<file path="config.mk">
export PLATFORM = sky130hd
export DESIGN_NAME = charger_control_registers
export DESIGN_NICKNAME = d
export VERILOG_FILES = /design/src/charger_regs_pkg.sv /design/src/pin_sync.sv /design/src/charger_control_registers.sv
export SDC_FILE = /design/constraint.sdc
export NUM_CORES = 1
export LEC_CHECK = 0
export BUFFER_PORTS_ARGS = -buffer_cell sky130_fd_sc_hd__clkbuf_2
export CAP_MARGIN = 20
export CORE_ASPECT_RATIO = 1.25
export CORE_MARGIN = 2
export CORE_UTILIZATION = 31
export DETAILED_ROUTE_END_ITERATION = 10
export PLACE_DENSITY = 0.57
export SYNTH_ARGS = -nofsm -noshare
export SYNTH_HDL_FRONTEND = slang
export SYNTH_SLANG_ARGS = --single-unit
</file>
<file path="constraint.sdc">
create_clock -name clk_in -period 5 [get_ports clk_in]
set_input_delay 0 -clock clk_in [delete_from_list [all_inputs] [get_ports clk_in]]
set_output_delay 0 -clock clk_in [all_outputs]
set_load 0.1 [all_outputs]
</file>
<file path="src/charger_regs_pkg.sv">
package charger_regs_pkg;
    // ****************************************
    // serial bus
    // ****************************************
    localparam logic [6:0] DEVICE_ADDRESS = 7'h6b;
    localparam logic [3:0] BITS_PER_BYTE = 4'h8;

    // ****************************************
    // register map
    // ****************************************
    localparam logic [7:0] CONTROL_STATUS_MAIN_OFFSET = 8'h00;
    localparam logic [7:0] CHARGE_CONFIG_OFFSET = 8'h01;
    localparam logic [7:0] CONTROL_STATUS_MAIN_RESET = 8'h40;
    localparam logic [7:0] CHARGE_CONFIG_RESET = 8'h34;

    // control_status_main fields
    localparam int SAFETY_TIMER_KICK_BIT = 7;
    localparam int STATUS_PIN_ENABLE_BIT = 6;
    localparam int CHARGE_STATE_HI = 5;
    localparam int CHARGE_STATE_LO = 4;
    localparam int BOOST_BIT = 3;
    localparam int FAULT_HI = 2;
    localparam int FAULT_LO = 0;

    // charge_config fields
    localparam int INPUT_CURRENT_LIMIT_HI = 7;
    localparam int INPUT_CURRENT_LIMIT_LO = 6;
    localparam int WEAK_BATTERY_THRESHOLD_HI = 5;
    localparam int WEAK_BATTERY_THRESHOLD_LO = 4;
    localparam int TERMINATION_ENABLE_BIT = 3;
    localparam int CHARGE_ENABLE_N_BIT = 2;
    localparam int HIGH_IMPEDANCE_SELECT_BIT = 1;
    localparam int OPERATING_MODE_SELECT_BIT = 0;

    // weak battery threshold codes: 3.4 V, 3.5 V, 3.6 V, 3.7 V
    localparam logic [1:0] WEAK_BATTERY_3V4 = 2'h0;
    localparam logic [1:0] WEAK_BATTERY_3V5 = 2'h1;
    localparam logic [1:0] WEAK_BATTERY_3V6 = 2'h2;
    localparam logic [1:0] WEAK_BATTERY_3V7 = 2'h3;

    // ****************************************
    // fault codes
    // ****************************************
    typedef enum logic [2:0] {
        FAULT_NONE = 3'h0,
        FAULT_INPUT_OVERVOLTAGE = 3'h1,
        FAULT_SLEEP = 3'h2,
        FAULT_POOR_INPUT = 3'h3,
        FAULT_BATTERY_OVERVOLTAGE = 3'h4,
        FAULT_THERMAL_SHUTDOWN = 3'h5,
        FAULT_TIMER = 3'h6,
        FAULT_NO_BATTERY = 3'h7
    } fault_code_t;

    // ****************************************
    // timing
    // ****************************************
    localparam int CLOCK_MHZ = 10;
    localparam int STATUS_PULSE_US = 128;
    localparam int STATUS_PULSE_CYCLES = STATUS_PULSE_US * CLOCK_MHZ;
    localparam int PULSE_COUNT_WIDTH = 11;

    // ****************************************
    // serial slave states
    // ****************************************
    typedef enum logic [8:0] {
        ST_IDLE = 9'h001,
        ST_ADDR = 9'h002,
        ST_ADDR_ACK = 9'h004,
        ST_POINTER = 9'h008,
        ST_POINTER_ACK = 9'h010,
        ST_WRITE = 9'h020,
        ST_WRITE_ACK = 9'h040,
        ST_READ = 9'h080,
        ST_READ_ACK = 9'h100
    } slave_state_t;
endpackage : charger_regs_pkg

</file>
<file path="src/pin_sync.sv">
`timescale 1ns/10ps
module pin_sync #(
    parameter int WIDTH = 2
) (
    input wire logic clk_in,
    input wire logic reset_n_in,
    input wire logic [WIDTH-1:0] pin_in,
    output logic [WIDTH-1:0] level_out
);
    // ****************************************
    // three stages, change taken once stages two and three agree
    // ****************************************
    genvar i;
    generate
        for (i = 0; i < WIDTH; i++) begin : g_bit
            logic stage1;
            logic stage2;
            logic stage3;
            always_ff @(posedge clk_in or negedge reset_n_in) begin
                if (!reset_n_in) begin
                    stage1 <= 1'b1;
                    stage2 <= 1'b1;
                    stage3 <= 1'b1;
                    level_out[i] <= 1'b1;
                end else begin
                    stage1 <= pin_in[i];
                    stage2 <= stage1;
                    stage3 <= stage2;
                    if (stage2 == stage3) begin
                        level_out[i] <= stage3;
                    end
                end
            end
        end
    endgenerate
endmodule : pin_sync

</file>
<file path="src/charger_control_registers.sv">
`timescale 1ns/10ps
module charger_control_registers (
    input wire logic clk_in,
    input wire logic reset_n_in,
    input wire logic scl_in,
    input wire logic sda_in,
    output logic sda_out,
    output logic sda_oe_out,
    input wire logic charging_in,
    input wire logic status_event_in,
    input wire logic boost_active_in,
    input wire logic [2:0] fault_code_in,
    output logic safety_timer_kick_out,
    output logic status_out,
    output logic status_oe_out,
    output logic [1:0] input_current_limit_out,
    output logic [1:0] weak_battery_threshold_out,
    output logic termination_enable_out,
    output logic charge_enable_n_out,
    output logic high_impedance_select_out,
    output logic operating_mode_select_out
);
    // ****************************************
    // pin conditioning
    // ****************************************
    logic [1:0] pins;
    logic scl;
    logic sda;
    logic scl_prev;
    logic sda_prev;

    pin_sync #(.WIDTH(2)) u_sync (
        .clk_in(clk_in),
        .reset_n_in(reset_n_in),
        .pin_in({scl_in, sda_in}),
        .level_out(pins)
    );

    assign scl = pins[1];
    assign sda = pins[0];

    always_ff @(posedge clk_in or negedge reset_n_in) begin
        if (!reset_n_in) begin
            scl_prev <= 1'b1;
            sda_prev <= 1'b1;
        end else begin
            scl_prev <= scl;
            sda_prev <= sda;
        end
    end

    // scl and sda share the same latency, so their order is kept
    logic scl_rise;
    logic scl_fall;
    logic start_seen;
    logic stop_seen;
    assign scl_rise = scl & ~scl_prev;
    assign scl_fall = ~scl & scl_prev;
    assign start_seen = scl & scl_prev & sda_prev & ~sda;
    assign stop_seen = scl & scl_prev & ~sda_prev & sda;

    // ****************************************
    // register storage
    // ****************************************
    logic status_pin_enable;
    logic [1:0] input_current_limit;
    logic [1:0] weak_battery_threshold;
    logic termination_enable;
    logic charge_enable_n;
    logic high_impedance_select;
    logic operating_mode_select;
    charger_regs_pkg::fault_code_t fault;

    logic [7:0] pointer;
    logic write_strobe;
    logic read_done;
    logic [7:0] shift;
    logic [7:0] read_data;

    always_comb begin
        read_data = 8'h00;
        case (pointer)
            charger_regs_pkg::CONTROL_STATUS_MAIN_OFFSET: begin
                read_data[charger_regs_pkg::SAFETY_TIMER_KICK_BIT] = 1'b0;
                read_data[charger_regs_pkg::STATUS_PIN_ENABLE_BIT] = status_pin_enable;
                read_data[charger_regs_pkg::BOOST_BIT] = boost_active_in;
                read_data[charger_regs_pkg::FAULT_HI:charger_regs_pkg::FAULT_LO] = fault;
            end
            charger_regs_pkg::CHARGE_CONFIG_OFFSET: begin
                read_data[charger_regs_pkg::INPUT_CURRENT_LIMIT_HI:
                          charger_regs_pkg::INPUT_CURRENT_LIMIT_LO] = input_current_limit;
                read_data[charger_regs_pkg::WEAK_BATTERY_THRESHOLD_HI:
                          charger_regs_pkg::WEAK_BATTERY_THRESHOLD_LO] = weak_battery_threshold;
                read_data[charger_regs_pkg::TERMINATION_ENABLE_BIT] = termination_enable;
                read_data[charger_regs_pkg::CHARGE_ENABLE_N_BIT] = charge_enable_n;
                read_data[charger_regs_pkg::HIGH_IMPEDANCE_SELECT_BIT] = high_impedance_select;
                read_data[charger_regs_pkg::OPERATING_MODE_SELECT_BIT] = operating_mode_select;
            end
            default: begin
                read_data = 8'h00;
            end
        endcase
    end

    // unmapped offsets take writes silently
    always_ff @(posedge clk_in or negedge reset_n_in) begin
        if (!reset_n_in) begin
            status_pin_enable <= charger_regs_pkg::CONTROL_STATUS_MAIN_RESET[
                charger_regs_pkg::STATUS_PIN_ENABLE_BIT];
            {input_current_limit, weak_battery_threshold, termination_enable,
             charge_enable_n, high_impedance_select, operating_mode_select}
                <= charger_regs_pkg::CHARGE_CONFIG_RESET;
        end else if (write_strobe) begin
            if (pointer == charger_regs_pkg::CONTROL_STATUS_MAIN_OFFSET) begin
                status_pin_enable <= shift[charger_regs_pkg::STATUS_PIN_ENABLE_BIT];
            end
            if (pointer == charger_regs_pkg::CHARGE_CONFIG_OFFSET) begin
                {input_current_limit, weak_battery_threshold, termination_enable,
                 charge_enable_n, high_impedance_select, operating_mode_select}
                    <= shift;
            end
        end
    end

    // kick is a pulse only; a written zero changes nothing
    always_ff @(posedge clk_in or negedge reset_n_in) begin
        if (!reset_n_in) begin
            safety_timer_kick_out <= 1'b0;
        end else begin
            safety_timer_kick_out <= write_strobe
                && pointer == charger_regs_pkg::CONTROL_STATUS_MAIN_OFFSET
                && shift[charger_regs_pkg::SAFETY_TIMER_KICK_BIT];
        end
    end

    // ****************************************
    // fault report
    // ****************************************
    logic fault_read;
    logic fault_clear_on_read;
    assign fault_read = read_done && pointer == charger_regs_pkg::CONTROL_STATUS_MAIN_OFFSET;
    assign fault_clear_on_read = fault == charger_regs_pkg::FAULT_SLEEP
        || fault == charger_regs_pkg::FAULT_TIMER
        || fault == charger_regs_pkg::FAULT_NO_BATTERY;

    // a live fault wins over a read clear in the same cycle
    always_ff @(posedge clk_in or negedge reset_n_in) begin
        if (!reset_n_in) begin
            fault <= charger_regs_pkg::FAULT_NONE;
        end else if (fault_code_in != charger_regs_pkg::FAULT_NONE) begin
            fault <= charger_regs_pkg::fault_code_t'(fault_code_in);
        end else if (!fault_clear_on_read || fault_read) begin
            fault <= charger_regs_pkg::FAULT_NONE;
        end
    end

    // ****************************************
    // status pin
    // ****************************************
    logic [charger_regs_pkg::PULSE_COUNT_WIDTH-1:0] pulse_count;
    always_ff @(posedge clk_in or negedge reset_n_in) begin
        if (!reset_n_in) begin
            pulse_count <= '0;
        end else if (status_event_in) begin
            pulse_count <= charger_regs_pkg::PULSE_COUNT_WIDTH'(
                charger_regs_pkg::STATUS_PULSE_CYCLES);
        end else if (pulse_count != '0) begin
            pulse_count <= pulse_count - 1'b1;
        end
    end

    always_ff @(posedge clk_in or negedge reset_n_in) begin
        if (!reset_n_in) begin
            status_oe_out <= 1'b0;
        end else begin
            status_oe_out <= (status_pin_enable && charging_in) || pulse_count != '0;
        end
    end
    assign status_out = 1'b0;

    // ****************************************
    // serial slave
    // ****************************************
    charger_regs_pkg::slave_state_t state;
    logic [3:0] bit_count;
    logic read_mode;
    logic [7:0] tx;

    always_ff @(posedge clk_in or negedge reset_n_in) begin
        if (!reset_n_in) begin
            state <= charger_regs_pkg::ST_IDLE;
            bit_count <= 4'h0;
            shift <= 8'h00;
            tx <= 8'h00;
            read_mode <= 1'b0;
            pointer <= 8'h00;
            sda_oe_out <= 1'b0;
            write_strobe <= 1'b0;
            read_done <= 1'b0;
        end else begin
            write_strobe <= 1'b0;
            read_done <= 1'b0;
            if (start_seen) begin
                state <= charger_regs_pkg::ST_ADDR;
                bit_count <= 4'h0;
                sda_oe_out <= 1'b0;
            end else if (stop_seen) begin
                state <= charger_regs_pkg::ST_IDLE;
                sda_oe_out <= 1'b0;
            end else begin
                case (state)
                    charger_regs_pkg::ST_ADDR,
                    charger_regs_pkg::ST_POINTER,
                    charger_regs_pkg::ST_WRITE: begin
                        if (scl_rise) begin
                            shift <= {shift[6:0], sda};
                            bit_count <= bit_count + 1'b1;
                        end else if (scl_fall && bit_count == charger_regs_pkg::BITS_PER_BYTE) begin
                            bit_count <= 4'h0;
                            if (state == charger_regs_pkg::ST_ADDR) begin
                                if (shift[7:1] == charger_regs_pkg::DEVICE_ADDRESS) begin
                                    read_mode <= shift[0];
                                    sda_oe_out <= 1'b1;
                                    state <= charger_regs_pkg::ST_ADDR_ACK;
                                end else begin
                                    state <= charger_regs_pkg::ST_IDLE;
                                end
                            end else if (state == charger_regs_pkg::ST_POINTER) begin
                                pointer <= shift;
                                sda_oe_out <= 1'b1;
                                state <= charger_regs_pkg::ST_POINTER_ACK;
                            end else begin
                                write_strobe <= 1'b1;
                                sda_oe_out <= 1'b1;
                                state <= charger_regs_pkg::ST_WRITE_ACK;
                            end
                        end
                    end
                    charger_regs_pkg::ST_ADDR_ACK,
                    charger_regs_pkg::ST_POINTER_ACK,
                    charger_regs_pkg::ST_WRITE_ACK: begin
                        if (write_strobe) begin
                            pointer <= pointer + 1'b1;
                        end
                        if (scl_fall) begin
                            sda_oe_out <= 1'b0;
                            if (state == charger_regs_pkg::ST_ADDR_ACK && read_mode) begin
                                tx <= read_data;
                                sda_oe_out <= ~read_data[7];
                                state <= charger_regs_pkg::ST_READ;
                            end else if (state == charger_regs_pkg::ST_ADDR_ACK) begin
                                state <= charger_regs_pkg::ST_POINTER;
                            end else begin
                                state <= charger_regs_pkg::ST_WRITE;
                            end
                        end
                    end
                    charger_regs_pkg::ST_READ: begin
                        if (scl_fall) begin
                            if (bit_count == charger_regs_pkg::BITS_PER_BYTE - 1'b1) begin
                                bit_count <= 4'h0;
                                sda_oe_out <= 1'b0;
                                read_done <= 1'b1;
                                state <= charger_regs_pkg::ST_READ_ACK;
                            end else begin
                                bit_count <= bit_count + 1'b1;
                                tx <= {tx[6:0], 1'b0};
                                sda_oe_out <= ~tx[6];
                            end
                        end
                    end
                    charger_regs_pkg::ST_READ_ACK: begin
                        if (read_done) begin
                            pointer <= pointer + 1'b1;
                        end
                        // a master nack ends the read; wait for stop or start
                        if (scl_rise && sda) begin
                            state <= charger_regs_pkg::ST_IDLE;
                        end else if (scl_fall) begin
                            tx <= read_data;
                            sda_oe_out <= ~read_data[7];
                            state <= charger_regs_pkg::ST_READ;
                        end
                    end
                    charger_regs_pkg::ST_IDLE: begin
                        sda_oe_out <= 1'b0;
                    end
                    default: begin
                        state <= charger_regs_pkg::ST_IDLE;
                        sda_oe_out <= 1'b0;
                    end
                endcase
            end
        end
    end
    assign sda_out = 1'b0;

    // ****************************************
    // control outputs
    // ****************************************
    assign input_current_limit_out = input_current_limit;
    assign weak_battery_threshold_out = weak_battery_threshold;
    assign termination_enable_out = termination_enable;
    assign charge_enable_n_out = charge_enable_n;
    assign high_impedance_select_out = high_impedance_select;
    assign operating_mode_select_out = operating_mode_select;
endmodule : charger_control_registers

</file>
==> flow_metrics.py <==
metrics = {
    "flow_run": {
        "max_cap_violations": 0,
    },
    "layout": {
        "finalInstanceArea_um2": 4745,
        "final_cell_mix": "sky130_fd_sc_hd__dfrtp_1 (60), sky130_fd_sc_hd__nor2_1 (40), sky130_fd_sc_hd__nand2_1 (39)",
        "layout-drive-gt1-share": 0.2256,
        "mostFrequentLayoutCell": "sky130_fd_sc_hd__dfrtp_1",
        "antenna_cells": 0,
        "final_net_count": 441,
        "area_growth_pct": 14.56,
        "stdcell_count": 601,
        "fill_cells": 1335,
    },
    "timing": {
        "timing.final.setup_violations": 0,
        "maxClockFrequency_mhz": 360.4,
        "slew_violations": 0,
        "rsz0062_at_grt": "no",
        "tightest_slew_ns": 0.9430,
        "timing.setup.tns_ns": 0,
        "post-route-period-util": 0.5550,
        "hold_viol_final": 0,
        "finalCriticalPeriod_ns": 2.775,
        "max_slew_margin": 0.3713,
        "skew_ns": 0.005471,
    },
    "clock_tree": {
        "cts-root-buf": "sky130_fd_sc_hd__clkbuf_16",
        "cts-root-to-sink-buffers": 2,
        "cts-buffers-inserted": 9,
        "clk_pin_slew_worst_paths_ns": 0.06,
        "tritoncts": "yes",
        "clock_latency_on_the_worst_skew_pair_ns": 0.34,
        "cts_resized": 0,
        "tritoncts_num_sinks": 75,
        "cts.htree.levels": 3,
    },
    "yosys": {
        "postSynthAreaPerCell_um2": 10.20,
        "synth_edf_count": 0,
        "synth-seq-cells": 75,
        "netlist-cell-type-count": 72,
        "synth_seq_area_share": 0.4577,
        "synth.cell_area_um2": 4141,
        "dominantRegCellSynth": "sky130_fd_sc_hd__dfrtp_1",
        "async_flop_share": 1.000,
        "synthesis.instances": 406,
        "synth.yosys.warnings": 0,
    },
    "floorplan": {
        "num_io_pins": 23,
        "rows": 47,
        "chipHeight_um": 133.2,
        "dieArea_um2": 14310,
        "die_width_um": 107.4,
        "floorplan.initialDensity": 0.3144,
        "placeableCoreArea_um2": 13170,
    },
    "setup_path": {
        "path_cells": "or4_4 -> o32ai_2 -> o211ai_2 -> a211oi_4 -> o21ai_0 -> a22oi_1",
        "cp_data_arrival_time_ns": 3.03,
        "startpoint_type": "flop",
        "cp_slowest_stage_delay_ns": 0.62,
        "worstPathRequired_ns": 5.25,
        "critical_path_peak_fanout": 14,
        "class_of_the_most_critical_setup_path": "reg -> reg",
        "critical_path_top_delay_cell": "sky130_fd_sc_hd__or4_4",
        "critPathCaptureType": "flop",
    },
    "global_routing": {
        "grt_first_pass_wirelength_um": 16190,
        "global_route.peak_usage_layer": "met2",
        "met3_usage": 0.03327,
        "grt_pass1_vias": 3128,
        "grt_antenna_before_repair": 0,
        "grt_util_met1": 0.1761,
        "met2_usage": 0.2444,
        "grt_util_all_layers": 0.1456,
        "grt_overflow_total": 0,
        "grt_max_degree": 76,
    },
    "routing": {
        "postRouteAntennaNets": 0,
        "dr_total_vias": 3169,
        "finalWirelength_um": 9735,
        "viasPerCell": 5.273,
        "drc_errors": 0,
        "wl_per_cell_um": 16.20,
        "detailedRoute.firstIterationViolations": 216,
        "drtPass1Iterations": 4,
    },
    "power": {
        "power_per_cell_area_nw_per_um2": 353.4,
        "power.leakage_nw": 2.070,
        "vdd_drop_max_v": 0.0002219,
    },
    "status": {
        "status": "finished, final reports clean",
    },
    "min_path": {
        "hold_path.class": "in -> reg",
    },
    "placement": {
        "placement.io_buffers": 20,
        "place_area_um2": 4337,
        "placed_instances": 577,
        "dpl.hpwl_um": 6929,
        "place.gp.congestion": 0.9540,
    },
}
## registers in the layout (all words and copies together) (netlist names), 2 cells and up
name                        cells
state                           9
u_sync.g_bit.stage3             2
input_current_limit_out         2
u_sync.g_bit.stage1             2
shift                           8
bit_count                       4
u_sync.g_bit.stage2             2
pulse_count                    11
fault                           3
weak_battery_threshold_out      2
tx                              7
pointer                         8
u_sync.level_out                2
## where the power goes
group | switching, mW | internal [mW]
registers | 0.0544 | 0.651
logic | 0.164 | 0.0916
clock network | 0.262 | 0.453
total | 0.481 | 1.20
## area by class of cell
cell class	count	area, um^2	share of cell area
well taps	171	214.0	0.04509
flip-flops and latches	75	1896	0.3995
multi-input cells	297	2072	0.4367
inverters	14	52.55	0.01108
repair buffers	28	182.7	0.03850
clock inverters	5	85.08	0.01793
clock buffers	11	242.7	0.05116
## timing repair
action,4_1_cts,5_1_grt
hold buffers,8,0
endpoints found under the hold margin,75,0
setup buffers,0,0
setup endpoints to repair,0,0
## critical path: cells and delay by family (launching register included)
kind | cells | cell delay [ns]
AOI/OAI and AO/OA | 5 | 1.59
and+or+nand+nor | 1 | 0.62
DFF | 1 | 0.48
## synth_stat cells (4+ instances only)
cell / count / area (um^2)
sky130_fd_sc_hd__dfrtp_1: 60 / 1501
sky130_fd_sc_hd__nor2_1: 40 / 150.1
sky130_fd_sc_hd__nand2_1: 39 / 146.4
sky130_fd_sc_hd__o21ai_0: 19 / 95.09
sky130_fd_sc_hd__a21oi_1: 16 / 80.08
sky130_fd_sc_hd__mux2_2: 16 / 180.2
sky130_fd_sc_hd__dfstp_2: 15 / 394.1
sky130_fd_sc_hd__inv_1: 14 / 52.55
sky130_fd_sc_hd__nand3_1: 12 / 60.06
sky130_fd_sc_hd__nor3_1: 10 / 50.05
sky130_fd_sc_hd__clkbuf_1: 9 / 33.78
sky130_fd_sc_hd__mux2_4: 8 / 120.1
sky130_fd_sc_hd__nand2b_1: 7 / 43.79
sky130_fd_sc_hd__or3_1: 7 / 43.79
sky130_fd_sc_hd__a22oi_1: 6 / 45.04
sky130_fd_sc_hd__ha_1: 6 / 75.07
sky130_fd_sc_hd__nand3b_1: 6 / 45.04
sky130_fd_sc_hd__xnor2_1: 6 / 52.55
sky130_fd_sc_hd__a31oi_1: 5 / 31.28
sky130_fd_sc_hd__a211oi_1: 4 / 30.03
sky130_fd_sc_hd__buf_2: 4 / 20.02
sky130_fd_sc_hd__buf_6: 4 / 45.04
sky130_fd_sc_hd__mux2i_1: 4 / 40.04
sky130_fd_sc_hd__nand4_1: 4 / 25.02
sky130_fd_sc_hd__nor2b_1: 4 / 25.02
sky130_fd_sc_hd__nor4_1: 4 / 25.02
sky130_fd_sc_hd__nor4b_1: 4 / 35.03
sky130_fd_sc_hd__xor2_1: 4 / 35.03
## path summary, 6_finish.rpt
kind                                         from                endpoint  slack, ns  cells after the start
min in group asynchronous              reset_n_in           status_oe_out       0.36                      2
min reg2reg                u_sync.g_bit[0].stage1  u_sync.g_bit[0].stage2       0.36                      0
min                               boost_active_in                   tx[3]       0.15                      4
max                                      state[2]              pointer[3]       2.22                      6
max in group asynchronous              reset_n_in                state[5]       4.04                      2
max reg2reg                              state[2]              pointer[3]       2.22                      6
## through the flow
stage / setup WS [ns] / power, mW / hold slack, ns / util
after detailed placement: 2.240 / 0.9625 / 0.08886 / 0.3292
after global routing: 1.972 / 1.752 / 0.1509 / 0.3602
after global placement: 2.287 / 0.9622 / 0.09091 / 0.3292
after floorplan: 2.688 / 0.8912 / -0.2956 / -
final: 2.225 / 1.677 / 0.1541 / 0.3602
after CTS: 2.227 / 1.688 / 0.1487 / 0.3602
## cells by family after synthesis
family,share of synthesized area
compound gates,0.1601
xor+xnor,0.02115
fa+ha+maj,0.02296
buf+inv,0.04290
flops,0.4577
mux,0.08218
other cells,0.0009055
simple gates,0.2121
## per-layer routing
| layer | part of all wire | up-vias |
|---|---|---|
| met5 | 0 | - |
| met4 | 0.032 | 0 |
| met3 | 0.035 | 22 |
| met2 | 0.50 | 85 |
| met1 | 0.43 | 1562 |
| li1 | - | 1500 |
(Power assumes the default switching activity.)
